===== src/rtl/lnbd_pkg.sv =====
// Shared constants and types of the diagnostic status block
package lnbd_pkg;
    // Register map
    localparam logic [7:0] REG_STATUS = 8'h00;
    localparam logic [7:0] REG_DATA = 8'h01;
    localparam logic [7:0] STATUS_RESET = 8'h00;
    localparam logic [7:0] DATA_RESET = 8'h00;
    // Status field positions
    localparam int OVERLOAD_BIT = 0;
    localparam int OVERTEMP_BIT = 1;
    localparam int VOUT_LOW_BIT = 2;
    localparam int SUPPLY_GOOD_BIT = 3;
    localparam int PULLDOWN_OC_BIT = 4;
    // Bus address, low bit taken from the address select pin
    localparam logic [6:0] DEV_ADDR_BASE = 7'h08;
    // Timing
    localparam int CLK_HZ = 40_000_000;
    localparam int TOFF_MS = 900;
    localparam int TOFF_CYC = TOFF_MS * (CLK_HZ / 1000);
    localparam int TON_CYC = TOFF_CYC / 10;
    localparam int PDO_TIMEOUT_MS = 10;
    localparam int PDO_CYC = PDO_TIMEOUT_MS * (CLK_HZ / 1000);
    localparam int TONE_HZ = 22_000;
    localparam int TONE_HALF_CYC = CLK_HZ / (2 * TONE_HZ);

    typedef enum {I2C_IDLE, I2C_ADDR, I2C_ACK_ADDR, I2C_WRITE, I2C_ACK_WRITE,
                  I2C_READ, I2C_READ_ACK} lnbd_i2c_e;
    typedef enum {PROT_IDLE, PROT_OFF, PROT_ON} lnbd_prot_e;

    // Asynchronous pin inputs, synchronised together
    typedef struct packed {
        logic scl;
        logic sda;
        logic addr_sel;
        logic overload;
        logic short_circuit;
        logic temp_hot;
        logic temp_cool;
        logic vout_low;
        logic vcc_rise;
        logic vcc_fall;
        logic pulldown_oc;
        logic tone_enable_input;
    } lnbd_pins_s;
endpackage


===== src/rtl/lnbd_status.sv =====
// Diagnostic status register with bus slave, overload cycling and tone
`timescale 1ns/1ps
`default_nettype none
module lnbd_status #(
    parameter int TOFF_CYCLES = lnbd_pkg::TOFF_CYC,
    parameter int TON_CYCLES = lnbd_pkg::TON_CYC,
    parameter int PDO_CYCLES = lnbd_pkg::PDO_CYC,
    parameter int TONE_HALF = lnbd_pkg::TONE_HALF_CYC
) (
    input wire logic clk_sys_i,
    input wire logic rst_i,
    input wire logic scl_i,
    input wire logic sda_i,
    output logic sda_o,
    output logic sda_oe_o,
    input wire logic addr_sel_i,
    input wire logic overload_i,
    input wire logic short_circuit_i,
    input wire logic temp_hot_i,
    input wire logic temp_cool_i,
    input wire logic vout_low_i,
    input wire logic vcc_rise_i,
    input wire logic vcc_fall_i,
    input wire logic pulldown_oc_i,
    input wire logic tone_enable_input_i,
    output logic output_enable_o,
    output logic tone_o,
    output logic [7:0] diagnostic_status_o
);
    localparam int PCW = $clog2(TOFF_CYCLES + 1);
    localparam int DCW = $clog2(PDO_CYCLES + 1);
    localparam int TCW = $clog2(TONE_HALF + 1);
    localparam logic [PCW-1:0] TOFF_LAST = PCW'(TOFF_CYCLES - 1);
    localparam logic [PCW-1:0] TON_LAST = PCW'(TON_CYCLES - 1);
    localparam logic [DCW-1:0] PDO_LAST = DCW'(PDO_CYCLES - 1);
    localparam logic [TCW-1:0] TONE_LAST = TCW'(TONE_HALF - 1);
    typedef struct packed {
        logic scl_prev;
        logic sda_prev;
        lnbd_pkg::lnbd_i2c_e i2c;
        logic [3:0] bit_cnt;
        logic [7:0] shreg;
        logic [7:0] ptr;
        logic ptr_phase;
        logic master_ack;
        logic [7:0] data_reg;
        logic sda_oe;
        logic sda_out;
        lnbd_pkg::lnbd_prot_e prot;
        logic [PCW-1:0] prot_cnt;
        logic [DCW-1:0] pdo_cnt;
        logic [TCW-1:0] tone_cnt;
        logic tone;
        logic out_en;
        logic [7:0] status;
    } lnbd_state_s;
    lnbd_state_s r;
    lnbd_state_s next_r;
    lnbd_pkg::lnbd_pins_s pins_raw;
    lnbd_pkg::lnbd_pins_s pins;
    function automatic logic [7:0] read_byte(input logic [7:0] addr, input logic [7:0] status,
                                             input logic [7:0] data);
        if (addr == lnbd_pkg::REG_STATUS) begin
            read_byte = status;
        end else if (addr == lnbd_pkg::REG_DATA) begin
            read_byte = data;
        end else begin
            read_byte = 8'h00;
        end
    endfunction
    assign pins_raw = '{scl: scl_i, sda: sda_i, addr_sel: addr_sel_i, overload: overload_i,
                        short_circuit: short_circuit_i, temp_hot: temp_hot_i,
                        temp_cool: temp_cool_i, vout_low: vout_low_i, vcc_rise: vcc_rise_i,
                        vcc_fall: vcc_fall_i, pulldown_oc: pulldown_oc_i,
                        tone_enable_input: tone_enable_input_i};
    lnbd_sync #(
        .WIDTH($bits(lnbd_pkg::lnbd_pins_s))
    ) u_sync (
        .clk_sys_i(clk_sys_i),
        .rst_i(rst_i),
        .d_i(pins_raw),
        .q_o(pins)
    );
    always_comb begin
        logic scl_rise;
        logic scl_fall;
        logic start_cond;
        logic stop_cond;
        logic [7:0] rd;
        scl_rise = pins.scl && !r.scl_prev;
        scl_fall = !pins.scl && r.scl_prev;
        start_cond = pins.scl && r.scl_prev && r.sda_prev && !pins.sda;
        stop_cond = pins.scl && r.scl_prev && !r.sda_prev && pins.sda;
        rd = 8'h00;
        next_r = r;
        next_r.scl_prev = pins.scl;
        next_r.sda_prev = pins.sda;
        next_r.sda_out = 1'b0;
        if (start_cond) begin
            next_r.i2c = lnbd_pkg::I2C_ADDR;
            next_r.bit_cnt = 4'h0;
            next_r.sda_oe = 1'b0;
        end else if (stop_cond) begin
            next_r.i2c = lnbd_pkg::I2C_IDLE;
            next_r.sda_oe = 1'b0;
        end else begin
            case (r.i2c)
                lnbd_pkg::I2C_IDLE: begin
                    next_r.sda_oe = 1'b0;
                end
                lnbd_pkg::I2C_ADDR, lnbd_pkg::I2C_WRITE: begin
                    if (scl_rise && r.bit_cnt < 4'h8) begin
                        next_r.shreg = {r.shreg[6:0], pins.sda};
                        next_r.bit_cnt = r.bit_cnt + 4'h1;
                    end else if (scl_fall && r.bit_cnt == 4'h8) begin
                        if (r.i2c == lnbd_pkg::I2C_ADDR) begin
                            if (r.shreg[7:1] == {lnbd_pkg::DEV_ADDR_BASE[6:1], pins.addr_sel}) begin
                                next_r.sda_oe = 1'b1;
                                next_r.master_ack = r.shreg[0];
                                next_r.i2c = lnbd_pkg::I2C_ACK_ADDR;
                            end else begin
                                next_r.i2c = lnbd_pkg::I2C_IDLE;
                            end
                        end else begin
                            next_r.sda_oe = 1'b1;
                            next_r.i2c = lnbd_pkg::I2C_ACK_WRITE;
                            if (r.ptr_phase) begin
                                next_r.ptr = r.shreg;
                                next_r.ptr_phase = 1'b0;
                            end else begin
                                if (r.ptr == lnbd_pkg::REG_DATA) begin
                                    next_r.data_reg = r.shreg;
                                end
                                next_r.ptr = r.ptr + 8'h01;
                            end
                        end
                    end
                end
                lnbd_pkg::I2C_ACK_ADDR: begin
                    if (scl_fall) begin
                        next_r.bit_cnt = 4'h0;
                        if (r.master_ack) begin
                            rd = read_byte(r.ptr, r.status, r.data_reg);
                            next_r.shreg = rd;
                            next_r.sda_oe = !rd[7];
                            next_r.i2c = lnbd_pkg::I2C_READ;
                        end else begin
                            next_r.sda_oe = 1'b0;
                            next_r.ptr_phase = 1'b1;
                            next_r.i2c = lnbd_pkg::I2C_WRITE;
                        end
                    end
                end
                lnbd_pkg::I2C_ACK_WRITE: begin
                    if (scl_fall) begin
                        next_r.sda_oe = 1'b0;
                        next_r.bit_cnt = 4'h0;
                        next_r.i2c = lnbd_pkg::I2C_WRITE;
                    end
                end
                lnbd_pkg::I2C_READ: begin
                    if (scl_fall) begin
                        if (r.bit_cnt == 4'h7) begin
                            next_r.sda_oe = 1'b0;
                            next_r.ptr = r.ptr + 8'h01;
                            next_r.i2c = lnbd_pkg::I2C_READ_ACK;
                        end else begin
                            next_r.shreg = {r.shreg[6:0], 1'b0};
                            next_r.sda_oe = !r.shreg[6];
                            next_r.bit_cnt = r.bit_cnt + 4'h1;
                        end
                    end
                end
                lnbd_pkg::I2C_READ_ACK: begin
                    if (scl_rise) begin
                        next_r.master_ack = !pins.sda;
                    end else if (scl_fall) begin
                        // Next byte only while the master acknowledges
                        if (r.master_ack) begin
                            rd = read_byte(r.ptr, r.status, r.data_reg);
                            next_r.shreg = rd;
                            next_r.sda_oe = !rd[7];
                            next_r.bit_cnt = 4'h0;
                            next_r.i2c = lnbd_pkg::I2C_READ;
                        end else begin
                            next_r.i2c = lnbd_pkg::I2C_IDLE;
                        end
                    end
                end
                default: begin
                    next_r.i2c = lnbd_pkg::I2C_IDLE;
                    next_r.sda_oe = 1'b0;
                end
            endcase
        end
        case (r.prot)
            lnbd_pkg::PROT_IDLE: begin
                next_r.prot_cnt = '0;
                if (pins.short_circuit) begin
                    next_r.prot = lnbd_pkg::PROT_OFF;
                end
            end
            lnbd_pkg::PROT_OFF: begin
                next_r.prot_cnt = r.prot_cnt + PCW'(1);
                if (r.prot_cnt == TOFF_LAST) begin
                    next_r.prot_cnt = '0;
                    next_r.prot = lnbd_pkg::PROT_ON;
                end
            end
            lnbd_pkg::PROT_ON: begin
                next_r.prot_cnt = r.prot_cnt + PCW'(1);
                if (r.prot_cnt == TON_LAST) begin
                    next_r.prot_cnt = '0;
                    next_r.prot = pins.short_circuit ? lnbd_pkg::PROT_OFF : lnbd_pkg::PROT_IDLE;
                end
            end
            default: begin
                next_r.prot = lnbd_pkg::PROT_IDLE;
            end
        endcase
        next_r.out_en = (next_r.prot != lnbd_pkg::PROT_OFF);
        if (!pins.pulldown_oc) begin
            next_r.pdo_cnt = '0;
        end else if (r.pdo_cnt <= PDO_LAST) begin
            next_r.pdo_cnt = r.pdo_cnt + DCW'(1);
        end
        if (!pins.tone_enable_input) begin
            next_r.tone_cnt = '0;
            next_r.tone = 1'b0;
        end else if (r.tone_cnt == TONE_LAST) begin
            next_r.tone_cnt = '0;
            next_r.tone = !r.tone;
        end else begin
            next_r.tone_cnt = r.tone_cnt + TCW'(1);
        end
        next_r.status[lnbd_pkg::OVERLOAD_BIT] = pins.overload || (r.prot != lnbd_pkg::PROT_IDLE);
        if (pins.temp_hot) begin
            next_r.status[lnbd_pkg::OVERTEMP_BIT] = 1'b1;
        end else if (pins.temp_cool) begin
            next_r.status[lnbd_pkg::OVERTEMP_BIT] = 1'b0;
        end
        next_r.status[lnbd_pkg::VOUT_LOW_BIT] = pins.vout_low;
        // Supply good, rising and falling thresholds
        if (pins.vcc_rise) begin
            next_r.status[lnbd_pkg::SUPPLY_GOOD_BIT] = 1'b1;
        end else if (pins.vcc_fall) begin
            next_r.status[lnbd_pkg::SUPPLY_GOOD_BIT] = 1'b0;
        end
        next_r.status[lnbd_pkg::PULLDOWN_OC_BIT] = (r.pdo_cnt > PDO_LAST);
        next_r.status[7:5] = 3'h0;
    end
    always_ff @(posedge clk_sys_i) begin
        if (rst_i) begin
            r <= '0;
            r.i2c <= lnbd_pkg::I2C_IDLE;
            r.prot <= lnbd_pkg::PROT_IDLE;
            r.scl_prev <= 1'b1;
            r.sda_prev <= 1'b1;
            r.data_reg <= lnbd_pkg::DATA_RESET;
            r.out_en <= 1'b1;
            r.status <= lnbd_pkg::STATUS_RESET;
        end else begin
            r <= next_r;
        end
    end

    assign sda_o = r.sda_out;
    assign sda_oe_o = r.sda_oe;
    assign output_enable_o = r.out_en;
    assign tone_o = r.tone;
    assign diagnostic_status_o = r.status;
endmodule // lnbd_status
`default_nettype wire


===== src/rtl/lnbd_sync.sv =====
// Two-flop synchroniser for a bundle of pin inputs
`timescale 1ns/1ps
`default_nettype none
module lnbd_sync #(
    parameter int WIDTH = 1
) (
    input wire logic clk_sys_i,
    input wire logic rst_i,
    input wire logic [WIDTH-1:0] d_i,
    output logic [WIDTH-1:0] q_o
);
    typedef struct packed {
        logic [WIDTH-1:0] meta;
        logic [WIDTH-1:0] q;
    } lnbd_sync_s;

    lnbd_sync_s r;
    lnbd_sync_s next_r;

    always_comb begin
        next_r.meta = d_i;
        next_r.q = r.meta;
    end

    always_ff @(posedge clk_sys_i) begin
        if (rst_i) begin
            r <= '0;
        end else begin
            r <= next_r;
        end
    end

    assign q_o = r.q;
endmodule // lnbd_sync
`default_nettype wire


===== config.mk =====
export PLATFORM = sky130hd
export DESIGN_NAME = lnbd_status
export DESIGN_NICKNAME = d
export VERILOG_FILES = /design/src/rtl/lnbd_pkg.sv /design/src/rtl/lnbd_status.sv /design/src/rtl/lnbd_sync.sv
export SDC_FILE = /design/constraint.sdc
export NUM_CORES = 1
export LEC_CHECK = 0
export BUFFER_PORTS_ARGS = -buffer_cell sky130_fd_sc_hd__buf_2
export CAP_MARGIN = 20
export CORE_ASPECT_RATIO = 1.1
export CORE_MARGIN = 2
export CORE_UTILIZATION = 65
export CTS_BUF_LIST = sky130_fd_sc_hd__clkbuf_4
export DETAILED_ROUTE_END_ITERATION = 16
export PLACE_DENSITY = 0.83
export SLEW_MARGIN = 10
export SYNTH_ARGS = -nofsm -noshare
export SYNTH_HDL_FRONTEND = slang
export SYNTH_HIERARCHICAL = 1
export SYNTH_SLANG_ARGS = --single-unit

===== constraint.sdc =====
create_clock -name clk_sys_i -period 5.4 [get_ports clk_sys_i]
set_input_delay 1.62 -clock clk_sys_i [delete_from_list [all_inputs] [get_ports clk_sys_i]]
set_output_delay 1.62 -clock clk_sys_i [all_outputs]
set_load 0.05 [all_outputs]

* After elaboration in Yosys (flattened, before gate mapping)
Cells that the tools add are included.
** Word-level totals
- Register bits :: 187
- Output and inout bits :: 12
- Word-level logic and storage cells :: 200
** Operators by class
- Add/sub/neg operators :: 5
- Order comparisons :: 3
- Equality and inequality tests :: 44
- Multiplexer cells :: 71
- Bitwise operators :: 8
- Reductions and logical operators :: 45
** Operators with widths (count)
- $pmux W32 S6 :: 1
- $mux W32 :: 5
- $mux W8 :: 18
- $mux W44 :: 3
- $eq A32 B2 Y1 const B :: 4
- $mux W58 :: 2
- $eq A32 B3 Y1 const B :: 3
- $pmux W32 S3 :: 1
- $pmux W26 S3 :: 1
- $eq A32 B1 Y1 const B :: 2
- $logic_not A32 Y1 :: 2
- $mux W52 :: 1
- $mux W19 :: 2
- $mux W12 :: 3
- $mux W36 :: 1
- $ne A2 B2 Y1 const B :: 17
- $ne A32 B2 Y1 const B :: 1
- $ne A4 B4 Y1 const B :: 8
- $pmux W8 S4 :: 1
- $reduce_and A8 Y1 :: 4
- $reduce_bool A32 Y1 :: 1
- $mux W30 :: 1
- $reduce_and A9 Y1 :: 3
- $add A26 B1 Y26 const B :: 1
- 37 further kinds :: 90

* Depth between registers and ports, before layout
Gate-level depths: netlist of the first run.
- Word-level depth :: 15
- Mapped depth :: 9
- Gate-level depth less buffers :: 8

* Modules after synthesis
Netlist of the first run, hierarchy kept.
** Modules (own cells, without submodules)
- lnbd_status :: instances 1, cells each 717, area an instance 6057.1 um2, seq. area each 2602.5 um2
- lnbd_sync :: instances 1, cells each 50, area an instance 693.2 um2, seq. area each 480.5 um2

* Worst setup path before layout of the first run
OpenSTA, ideal clock, no wires.
- Path kind :: input to register
- From :: input rst_i
- To :: register r[27] (netlist name)
- Arrival time :: 2576 ps
- Setup slack :: 2696 ps
- Stages :: 5
- Cells stage by stage :: clkbuf_1 > nand2b_1 > buf_1 > clkbuf_1 > nor2_1
** Between the ends
- Word-level cells in the longest chain between the ends :: 1
** RTL lines
- start, declared :: line lnbd_status.sv:11 : input wire logic rst_i,
- $reduce_or A2 Y1 (no source line)
- end signal, assigned :: line lnbd_status.sv:263 : r <= next_r;
- end, declared :: line lnbd_status.sv:57 : lnbd_state_s r;
Every way passes these cells.
A chain may end at the register's enable or synchronous reset.

* Worst setup path in the final report of the first run
- From :: register r[85] (netlist name)
- To :: register r[39] (netlist name)
** Between the ends
- Word-level cells in the longest chain between the ends :: 2
** RTL lines
- $eq A32 B2 Y1, or another cell as far along :: line lnbd_status.sv:196 : case (r.prot)
- $pmux W26 S3 or $reduce_bool A3 Y1 (tied branches)
Several ways; a longest one is shown, not always the timed one.

==> impl_metrics.toml, run 1 <==
[sta]
rsz0062_at_grt = "no"
finalCriticalPeriod_ns = 2.95
fmax_mhz = 339
slew_violations = 0
fin_crit_sh = 0.546
tightest_slew_ns = 1.12
skew_ns = 0.0191
slew_headroom = 0.251
setup_viol = 0
hold_viol = 0
setup_tns_ns = 0

[cts]
cts_resized = 0
clk_latency_ns = 0.56
cts_hold_buf = 0
cts_buffer_depth = 2
cts_buffers = 17
root_buffer = "clkbuf_4"
cts_setup_buffers = 0
path_clk_slew_ns = 0.14
htreeDepth = 4
cts_sinks = 154
cts_tree = "built"

[final_layout]
final_cell_mix = "dfxtp_1, nor2_1, nand2_1, a21oi_1, conb_1"
seq_area_mm2 = 0.00308
multi_input_area_mm2 = 0.00349
drive_gt1_frac = 0.109
syn_to_final_growth_pct = 6.82
final_util = 0.704
nets = 820
layout_commonest_cell = "dfxtp_1"
fill_cells = 799

[floorplan]
core_mm2 = 0.0102
ios = 26
initial_core_util = 0.659
die_x_um = 101
rows = 39
die_area_mm2 = 0.0112
die_y_um = 111

[placement]
port_buffers = 21
dp_hpwl_um = 9230
place_congestion = 0.868

[detailed_routing]
top_layer_used = "met4"
ant_nets = 0
vias = 5486
wirelength_um = 13500
drt_first_pass_iters = 7
dr_wl_met2_um = 7010
drc = 0
dr_wl_met3_um = 494
wl_per_cell_um = 14.5
drt_iter0_drc = 297
post_drt_via_cell_ratio = 5.87
met1Wirelength_um = 5760

[pwr]
p_per_area_mw_per_mm2 = 269
leakage_nw = 2.46
ir_drop_mv = 0.246

[synth]
synth_edf_count = 0
netlist_instances = 767
avgSynthCellArea_um2 = 8.80
yosysUniqueCellTypes = 67
synthArstFlopShare = 0
yosysWarningCount = 6
synth-simple-area-share = 0.290
synth_xor_area_frac = 0.0597
seq_area_frac_synth = 0.457
synth-adder-area-share = 0.0167
ys.flop_type = "dfxtp_1"
syn_area_mm2 = 0.00675
synth_top_family_by_area = "simple AND/OR/NAND/NOR gates"
synth-compound-area-share = 0.117
synth_mux_area_frac = 0.0148
synth-seq-cells = 154

[critical_path]
critPathMaxFanout = 28
worst-path-buf-inv = 0
slowest_stage = "or4_1"
critPathLaunchType = "flop"
critPathRequiredTime_ns = 5.82
cpPeakStageDelay_ns = 1.02
crit_chain = "nor4_1 > nand2_1 > or4_1 > o21bai_2 > nor2_1"
worstSetupEndpointType = "flop"
path_class = "reg -> reg"
crit_family = "simple AND/OR/NAND/NOR gates"
worstPathArrival_ns = 3.37

[global_route]
grt_pass1_vias = 5243
gr-total-overflow = 0
grt_max_degree = 39
grt_pass1_wl_um = 22900
antenna_found_initial = 1
grt_usage = 0.250

[job]
maxCapViolations = 0

[outcome]
status = "completed"

[hold_path]
hp-class = "reg -> reg"
==> registers in the layout (all words and copies together), names as in the netlist <==
signal	flops
diagnostic_status_o	5
output_enable_o	1
r	122
sda_oe_o	1
tone_o	1
u_sync/next_r	12
u_sync/q_o	12
==> path summary, 6_finish.rpt <==
kind | start | end | slack [ns] | cells after the start
setup / recovery | r[85] | r[39] | 2.45 | 5
hold / removal | u_sync/next_r[8] | u_sync/q_o[8] | 0.45 | 1
hold reg to reg | u_sync/next_r[8] | u_sync/q_o[8] | 0.45 | 1
setup reg to reg | r[85] | r[39] | 2.45 | 5
==> cell families (layout without fill, tap and decap cells) <==
logic type | count (synthesis) | in the layout
xor+xnor | 46 | 46
compound gates | 123 | 123
buf+inv | 64 | 74
simple gates | 360 | 360
fa+ha+maj | 9 | 9
flops | 154 | 154
other cells | 1 | 35
mux | 10 | 10
==> synthesized netlist by cell type (16+ instances only) <==
cell / count / share of area
nor4_1: 26 / 0.024
o21ai_0: 28 / 0.021
dfxtp_1: 154 / 0.46
nand3_1: 25 / 0.019
a21oi_1: 36 / 0.027
inv_1: 18 / 0.010
nor2_1: 109 / 0.061
clkbuf_1: 30 / 0.017
nor3_1: 17 / 0.013
nor2b_1: 16 / 0.015
xor2_1: 24 / 0.031
nand2_1: 59 / 0.033
xnor2_1: 22 / 0.029
==> worst register-to-register path, cell delays in order (launching register included) <==
cell	delay [ns]
dfxtp_1	0.32
nor4_1	0.29
nand2_1	0.12
or4_1	1.02
o21bai_2	0.92
nor2_1	0.14
==> final cells by class <==
class	instances	share of cell area
Antenna cell	1	0.000347
Clock buffer	17	0.0177
Clock inverter	15	0.0222
Inverter	18	0.00937
Multi-Input combinational cell	582	0.483
Sequential cell	154	0.428
Tap cell	123	0.0213
Timing Repair Buffer	24	0.0180
==> per-stage QoR <==
step                worst slack, ns  std cells  hold WS [ns]  power, mW  area (µm²)
floorplan                      2.70        800         0.411       1.24        6870
global placement               2.43        900         0.418       1.24        6910
detailed placement             2.37        901         0.426       1.25        6920
CTS                            2.46        933         0.455       1.95        7210
global route                   2.21        934         0.483       2.01        7210
finish                         2.45        934         0.451       1.94        7210
==> layer usage <==
layer / GRT usage / vias up
li1: - / 2708
met2: 0.423 / 124
met5: 0 / -
met4: 0.116 / 0
met3: 0.0637 / 29
met1: 0.293 / 2625
==> power breakdown <==
part           leakage (nW)  switching (mW)  internal (mW)  total [mW]
logic                  1.05          0.0355         0.0174      0.0529
registers              1.26          0.0107           1.16        1.17
clock network         0.153           0.430          0.284       0.713
Note: power is estimated with default switching activity, not from simulation.
==> run 2: changes to the inputs <==
--- a/config.mk
+++ b/config.mk
@@ -9,10 +9,10 @@
 export CAP_MARGIN = 20
 export CORE_ASPECT_RATIO = 1.1
 export CORE_MARGIN = 2
-export CORE_UTILIZATION = 65
+export CORE_UTILIZATION = 58
 export CTS_BUF_LIST = sky130_fd_sc_hd__clkbuf_4
 export DETAILED_ROUTE_END_ITERATION = 16
-export PLACE_DENSITY = 0.83
+export PLACE_DENSITY = 0.78
 export SLEW_MARGIN = 10
 export SYNTH_ARGS = -nofsm -noshare
 export SYNTH_HDL_FRONTEND = slang
==> constraint.sdc (replaced) <==
create_clock -name clk_sys_i -period 2.6 [get_ports clk_sys_i]
set_input_delay 0.78 -clock clk_sys_i [delete_from_list [all_inputs] [get_ports clk_sys_i]]
set_output_delay 0.78 -clock clk_sys_i [all_outputs]
set_load 0.05 [all_outputs]
==> run 2 against run 1 <==
Net effect: first-iteration DRC count is 8.1% lower; worst hold slack worse by 0.052 ns; sequential cell count stayed put; total power is 100% higher; sequential power is 110% higher; critical endpoint is now r[47]; clock power is 89% higher.
==> impl_metrics.toml, run 2 (synthesis gave the netlist of run 1 again) <==
[sta]
fin_crit_sh = 0.892
fmax_mhz = 431
fin_ws_ns = 0.282
slew_headroom = 0.503
hold_viol = 0
setup_viol = 0
setup_tns_ns = 0
finalCriticalPeriod_ns = 2.32
tightest_slew_ns = 0.745
skew_ns = 0.0165
rsz0062_at_grt = "no"
slew_violations = 0

[floorplan]
die_area_mm2 = 0.0125
die_x_um = 107
rows = 41
ios = 26
core_mm2 = 0.0114
initial_core_util = 0.593
die_y_um = 117

[pwr]
p_comb_frac = 0.030
leakage_nw = 2.50
p_per_area_mw_per_mm2 = 534
ir_drop_mv = 0.377
power_frac_seq = 0.623
clkPwrFrac = 0.347
switching_power_mw = 0.966
swShare = 0.248
intPower_mw = 2.93

[global_route]
antenna_found_initial = 0
grt_usage = 0.227
gr-total-overflow = 0
grt_pass1_wl_um = 22600
grt_pass1_vias = 5037
grt_max_degree = 42

[final_layout]
final_cell_mix = "dfxtp_1, nor2_1, nand2_1, a21oi_1, conb_1"
design_area_mm2 = 0.00731
layout_commonest_cell = "dfxtp_1"
nets = 831
drive_gt1_frac = 0.123
regMostFlops = "r"
antenna_cells = 0
largest_reg_flops = 122
syn_to_final_growth_pct = 8.23

[cts]
clk_latency_ns = 0.57
root_buffer = "clkbuf_4"
cts_setup_buffers = 0
htreeDepth = 4
cts_tree = "built"
path_clk_slew_ns = 0.13
cts_sinks = 154
cts_hold_buf = 0
cts_buffer_depth = 2
cts_buffers = 17
cts_resized = 0

[detailed_routing]
drc = 0
wirelength_um = 13600
drt_iter0_drc = 273
drt_first_pass_iters = 6
vias = 5513
post_drt_via_cell_ratio = 5.69
ant_nets = 0
wl_per_cell_um = 14.0

[job]
maxCapViolations = 0

[critical_path]
startpoint = "r[47]"
critPathCapture = "r[47]"
worstSetupEndpointType = "flop"
critPathRequiredTime_ns = 3.05
path_class = "reg -> reg"
r2r_slack_ns = 0.28
worstPathArrival_ns = 2.77
rr_worst_depth = 7
critPathLaunchType = "flop"
critPathMaxFanout = 23
reg2reg_to = "r[47]"
r2r_start = "r[47]"

[placement]
placed_area_mm2 = 0.00705
dp_hpwl_um = 9530
pre_cts_ws_ns = 0.304
place_congestion = 0.913
port_buffers = 21

[hold_path]
hp-class = "in -> reg"

[outcome]
status = "completed"
## run 2: how the worst min path moves through the flow
| stage | to | slack (ns) | startpoint | cells after the start |
|---|---|---|---|---|
| 4_1_cts | u_sync/next_r[0] | 0.37 | tone_enable_input_i | 2 |
| 3_5_place_dp | u_sync/q_o[11] | 0.42 | u_sync/next_r[11] | 1 |
| 6_report | u_sync/next_r[0] | 0.40 | tone_enable_input_i | 2 |
| 5_1_grt | u_sync/next_r[8] | 0.39 | overload_i | 2 |
| 3_3_place_gp | diagnostic_status_o[2] | 0.42 | u_sync/q_o[4] | 1 |
| 2_1_floorplan | u_sync/q_o[0] | 0.41 | u_sync/next_r[0] | 1 |
## run 2: stage by stage
| stage | util | power, mW | hold WS, ns | instances |
|---|---|---|---|---|
| floorplan | - | 2.57 | 0.411 | 800 |
| global placement | 0.619 | 2.59 | 0.416 | 939 |
| detailed placement | 0.619 | 2.60 | 0.421 | 939 |
| CTS | 0.641 | 3.94 | 0.369 | 969 |
| global route | 0.642 | 4.04 | 0.386 | 969 |
| finish | 0.642 | 3.90 | 0.400 | 969 |
## run 2: power by group through the flow
stage | Combinational [mW] | Clock [mW] | Sequential (mW)
6_report | 0.117 | 1.35 | 2.43
4_1_cts | 0.117 | 1.39 | 2.43
2_1_floorplan | 0.0995 | 0 | 2.47
5_1_grt | 0.130 | 1.48 | 2.44
3_5_place_dp | 0.116 | 0 | 2.48
3_3_place_gp | 0.113 | 0 | 2.48
## run 2: cell type report
cell class,instances,area [µm²]
clock inverter,12,118
inverter,18,67.6
clock buffer,18,135
tap,150,188
timing repair buffer,35,223
sequential,154,3080
fill,979,4080
multi-input combinational,582,3490
## run 2: critical path, stage by stage, from the launching register on
cell and delay (ns):
dfxtp_1 0.37, or4_1 0.53, or4_4 0.52, nor2_1 0.20, a22oi_1 0.12, o21bai_2 0.12
buf_4 0.27, nor2_1 0.08
## run 2: metal layers
metal / GRT usage / wire length (µm) / vias to the layer above
li1: - / - / 2734
met2: 0.400 / 6850 / 174
met3: 0.0471 / 731 / 32
met4: 0.108 / 302 / 0
met1: 0.265 / 5710 / 2573
met5: 0 / 0 / -
==> run 3: changes to the inputs <==
--- a/config.mk
+++ b/config.mk
@@ -5,6 +5,7 @@
 export SDC_FILE = /design/constraint.sdc
 export NUM_CORES = 1
 export LEC_CHECK = 0
+export ABC_AREA = 1
 export BUFFER_PORTS_ARGS = -buffer_cell sky130_fd_sc_hd__buf_2
 export CAP_MARGIN = 20
 export CORE_ASPECT_RATIO = 1.1
==> run 3 against run 2 <==
Net effect: total power up 6.3%; sequential power about the same; utilization up 0.27 points; largest cell class unchanged; worst hold slack better by 0.0031 ns; critical endpoint is now r[39]; clock skew up 0.0027 ns.
==> impl_metrics.toml, run 3 <==
[outcome]
status = "completed"

[synth]
syn_area_mm2 = 0.00792
synth-seq-cells = 154
ys.flop_type = "dfxtp_1"
yosys.area.top_type = "dfxtp_1"
synth_edf_count = 0
yosysUniqueCellTypes = 40
yosys-top-cells-area = "dfxtp_1, nand2_1, nand3_1, nor2_1, inv_1"
yosys.area.top_type_share = 0.389
yosysWarningCount = 6
netlist_instances = 1198
seq_area_frac_synth = 0.389
synth_most_common_cell = "nand2_1"
ys_top_cells_by_count = "nand2_1, nor2_1, inv_1"
synthArstFlopShare = 0
avgSynthCellArea_um2 = 6.61

[hold_path]
hold_start = "u_sync/q_o[4]"
worstHoldPathCells = 2
hp-class = "reg -> reg"

[sta]
hold_viol = 0
skew_ns = 0.0193
setup_viol = 0
setup_tns_ns = 0
rsz0062_at_grt = "no"
holdWs_ns = 0.403
tightest_slew_ns = 0.589
finalCriticalPeriod_ns = 2.22
fmax_mhz = 450
fin_crit_sh = 0.856
slew_violations = 0
slew_headroom = 0.606

[final_layout]
nets = 1268
multi_input_area_mm2 = 0.00411
largest_reg_flops = 122
layout_commonest_cell = "nand2_1"
drive_gt1_frac = 0.0764
final_cell_mix = "nand2_1, nor2_1, inv_1, dfxtp_1, nand3_1"
syn_to_final_growth_pct = 7.95
regMostFlops = "r"
fill_cells = 1234
seq_area_mm2 = 0.00308

[critical_path]
worstSetupEndpointType = "flop"
path_class = "reg -> reg"
r2r_start = "r[39]"
worstPathArrival_ns = 2.68
rr_worst_depth = 10
critPathLaunchType = "flop"
critPathMaxFanout = 13
critPathRequiredTime_ns = 3.05
startpoint = "r[39]"
r2r_slack_ns = 0.38

[cts]
clk_latency_ns = 0.55
root_buffer = "clkbuf_4"
cts_setup_buffers = 0
path_clk_slew_ns = 0.14
cts_buffer_depth = 2
cts_hold_buf = 0
cts_resized = 0
cts_buffers = 17
cts_tree = "built"
cts_sinks = 154
htreeDepth = 4

[detailed_routing]
drc = 0
wirelength_um = 17700
wl_per_cell_um = 12.3
drt_iter0_drc = 516
ant_nets = 0
drt_first_pass_iters = 5
post_drt_via_cell_ratio = 5.13
vias = 7400

[global_route]
grt_pass1_wl_um = 30000
grt_usage = 0.252
grt_pass1_vias = 6735
grt_max_degree = 40
gr-total-overflow = 0
antenna_found_initial = 1

[pwr]
power_mw = 4.15
p_per_area_mw_per_mm2 = 485
ir_drop_mv = 0.398
leakage_nw = 3.72

[floorplan]
core_mm2 = 0.0133
die_area_mm2 = 0.0146
rows = 44
initial_core_util = 0.597
die_x_um = 115
die_y_um = 127
ios = 26

[job]
maxCapViolations = 0

[placement]
place_congestion = 0.947
dp_hpwl_um = 12700
port_buffers = 21
-- run 3: cell count changes after synthesis, moves of 16 or more --
cell	previous run	this run
nand3_1	25	147
nor4_1	26	1
xnor2_1	22	2
a21oi_1	36	53
nor2b_1	16	0
nand2_1	59	268
nor2_1	109	185
inv_1	18	162
clkbuf_1	30	12
-- run 3: final cells by class --
| class | count | share of cell area |
|---|---|---|
| timing repair buffer | 34 | 0.0237 |
| inverter | 167 | 0.0733 |
| sequential | 154 | 0.361 |
| clock buffer | 18 | 0.0158 |
| clock inverter | 13 | 0.0184 |
| antenna | 1 | 0.000293 |
| multi-input combinational | 871 | 0.481 |
| tap | 184 | 0.0269 |
-- run 3: cell families after synthesis --
logic type	count (synthesis)	synth area share
simple gates	689	0.380
other cells	1	0.000474
flops	154	0.389
compound gates	112	0.0790
xor+xnor	27	0.0299
fa+ha+maj	9	0.0142
buf+inv	206	0.107
-- run 3: worst max-delay path, cell delays in order (launching register included) --
cell and delay (ns):
dfxtp_1 0.41, ha_1 0.26, nand2_1 0.13, nor2_4 0.20
nand2_1 0.16, nor2_1 0.13, nand2_1 0.33, nand3_1 0.22
nand2_1 0.07, o21ai_0 0.16, inv_1 0.06
-- run 3: layer usage --
metal,global-route usage,share of wire
met1,0.331,0.46
met5,0,0
met3,0.0492,0.060
met2,0.405,0.46
met4,0.0992,0.023
-- run 3: power by group --
part | total [mW] | internal, mW | switching, mW
registers | 2.44 | 2.42 | 0.0254
logic | 0.199 | 0.0563 | 0.143
clock network | 1.51 | 0.605 | 0.904
-- run 3: worst paths after layout --
path                            end
max reg2reg                   r[39]
min          diagnostic_status_o[2]
min reg2reg  diagnostic_status_o[2]
max                           r[39]
-- run 3: through the flow --
step	util	setup slack (ns)	area (µm²)	std cells
floorplan	-	0.902	8040	1231
global placement	0.622	0.519	8250	1410
detailed placement	0.622	0.451	8250	1410
CTS	0.644	0.400	8540	1441
global route	0.644	0.160	8550	1442
finish	0.644	0.376	8550	1442
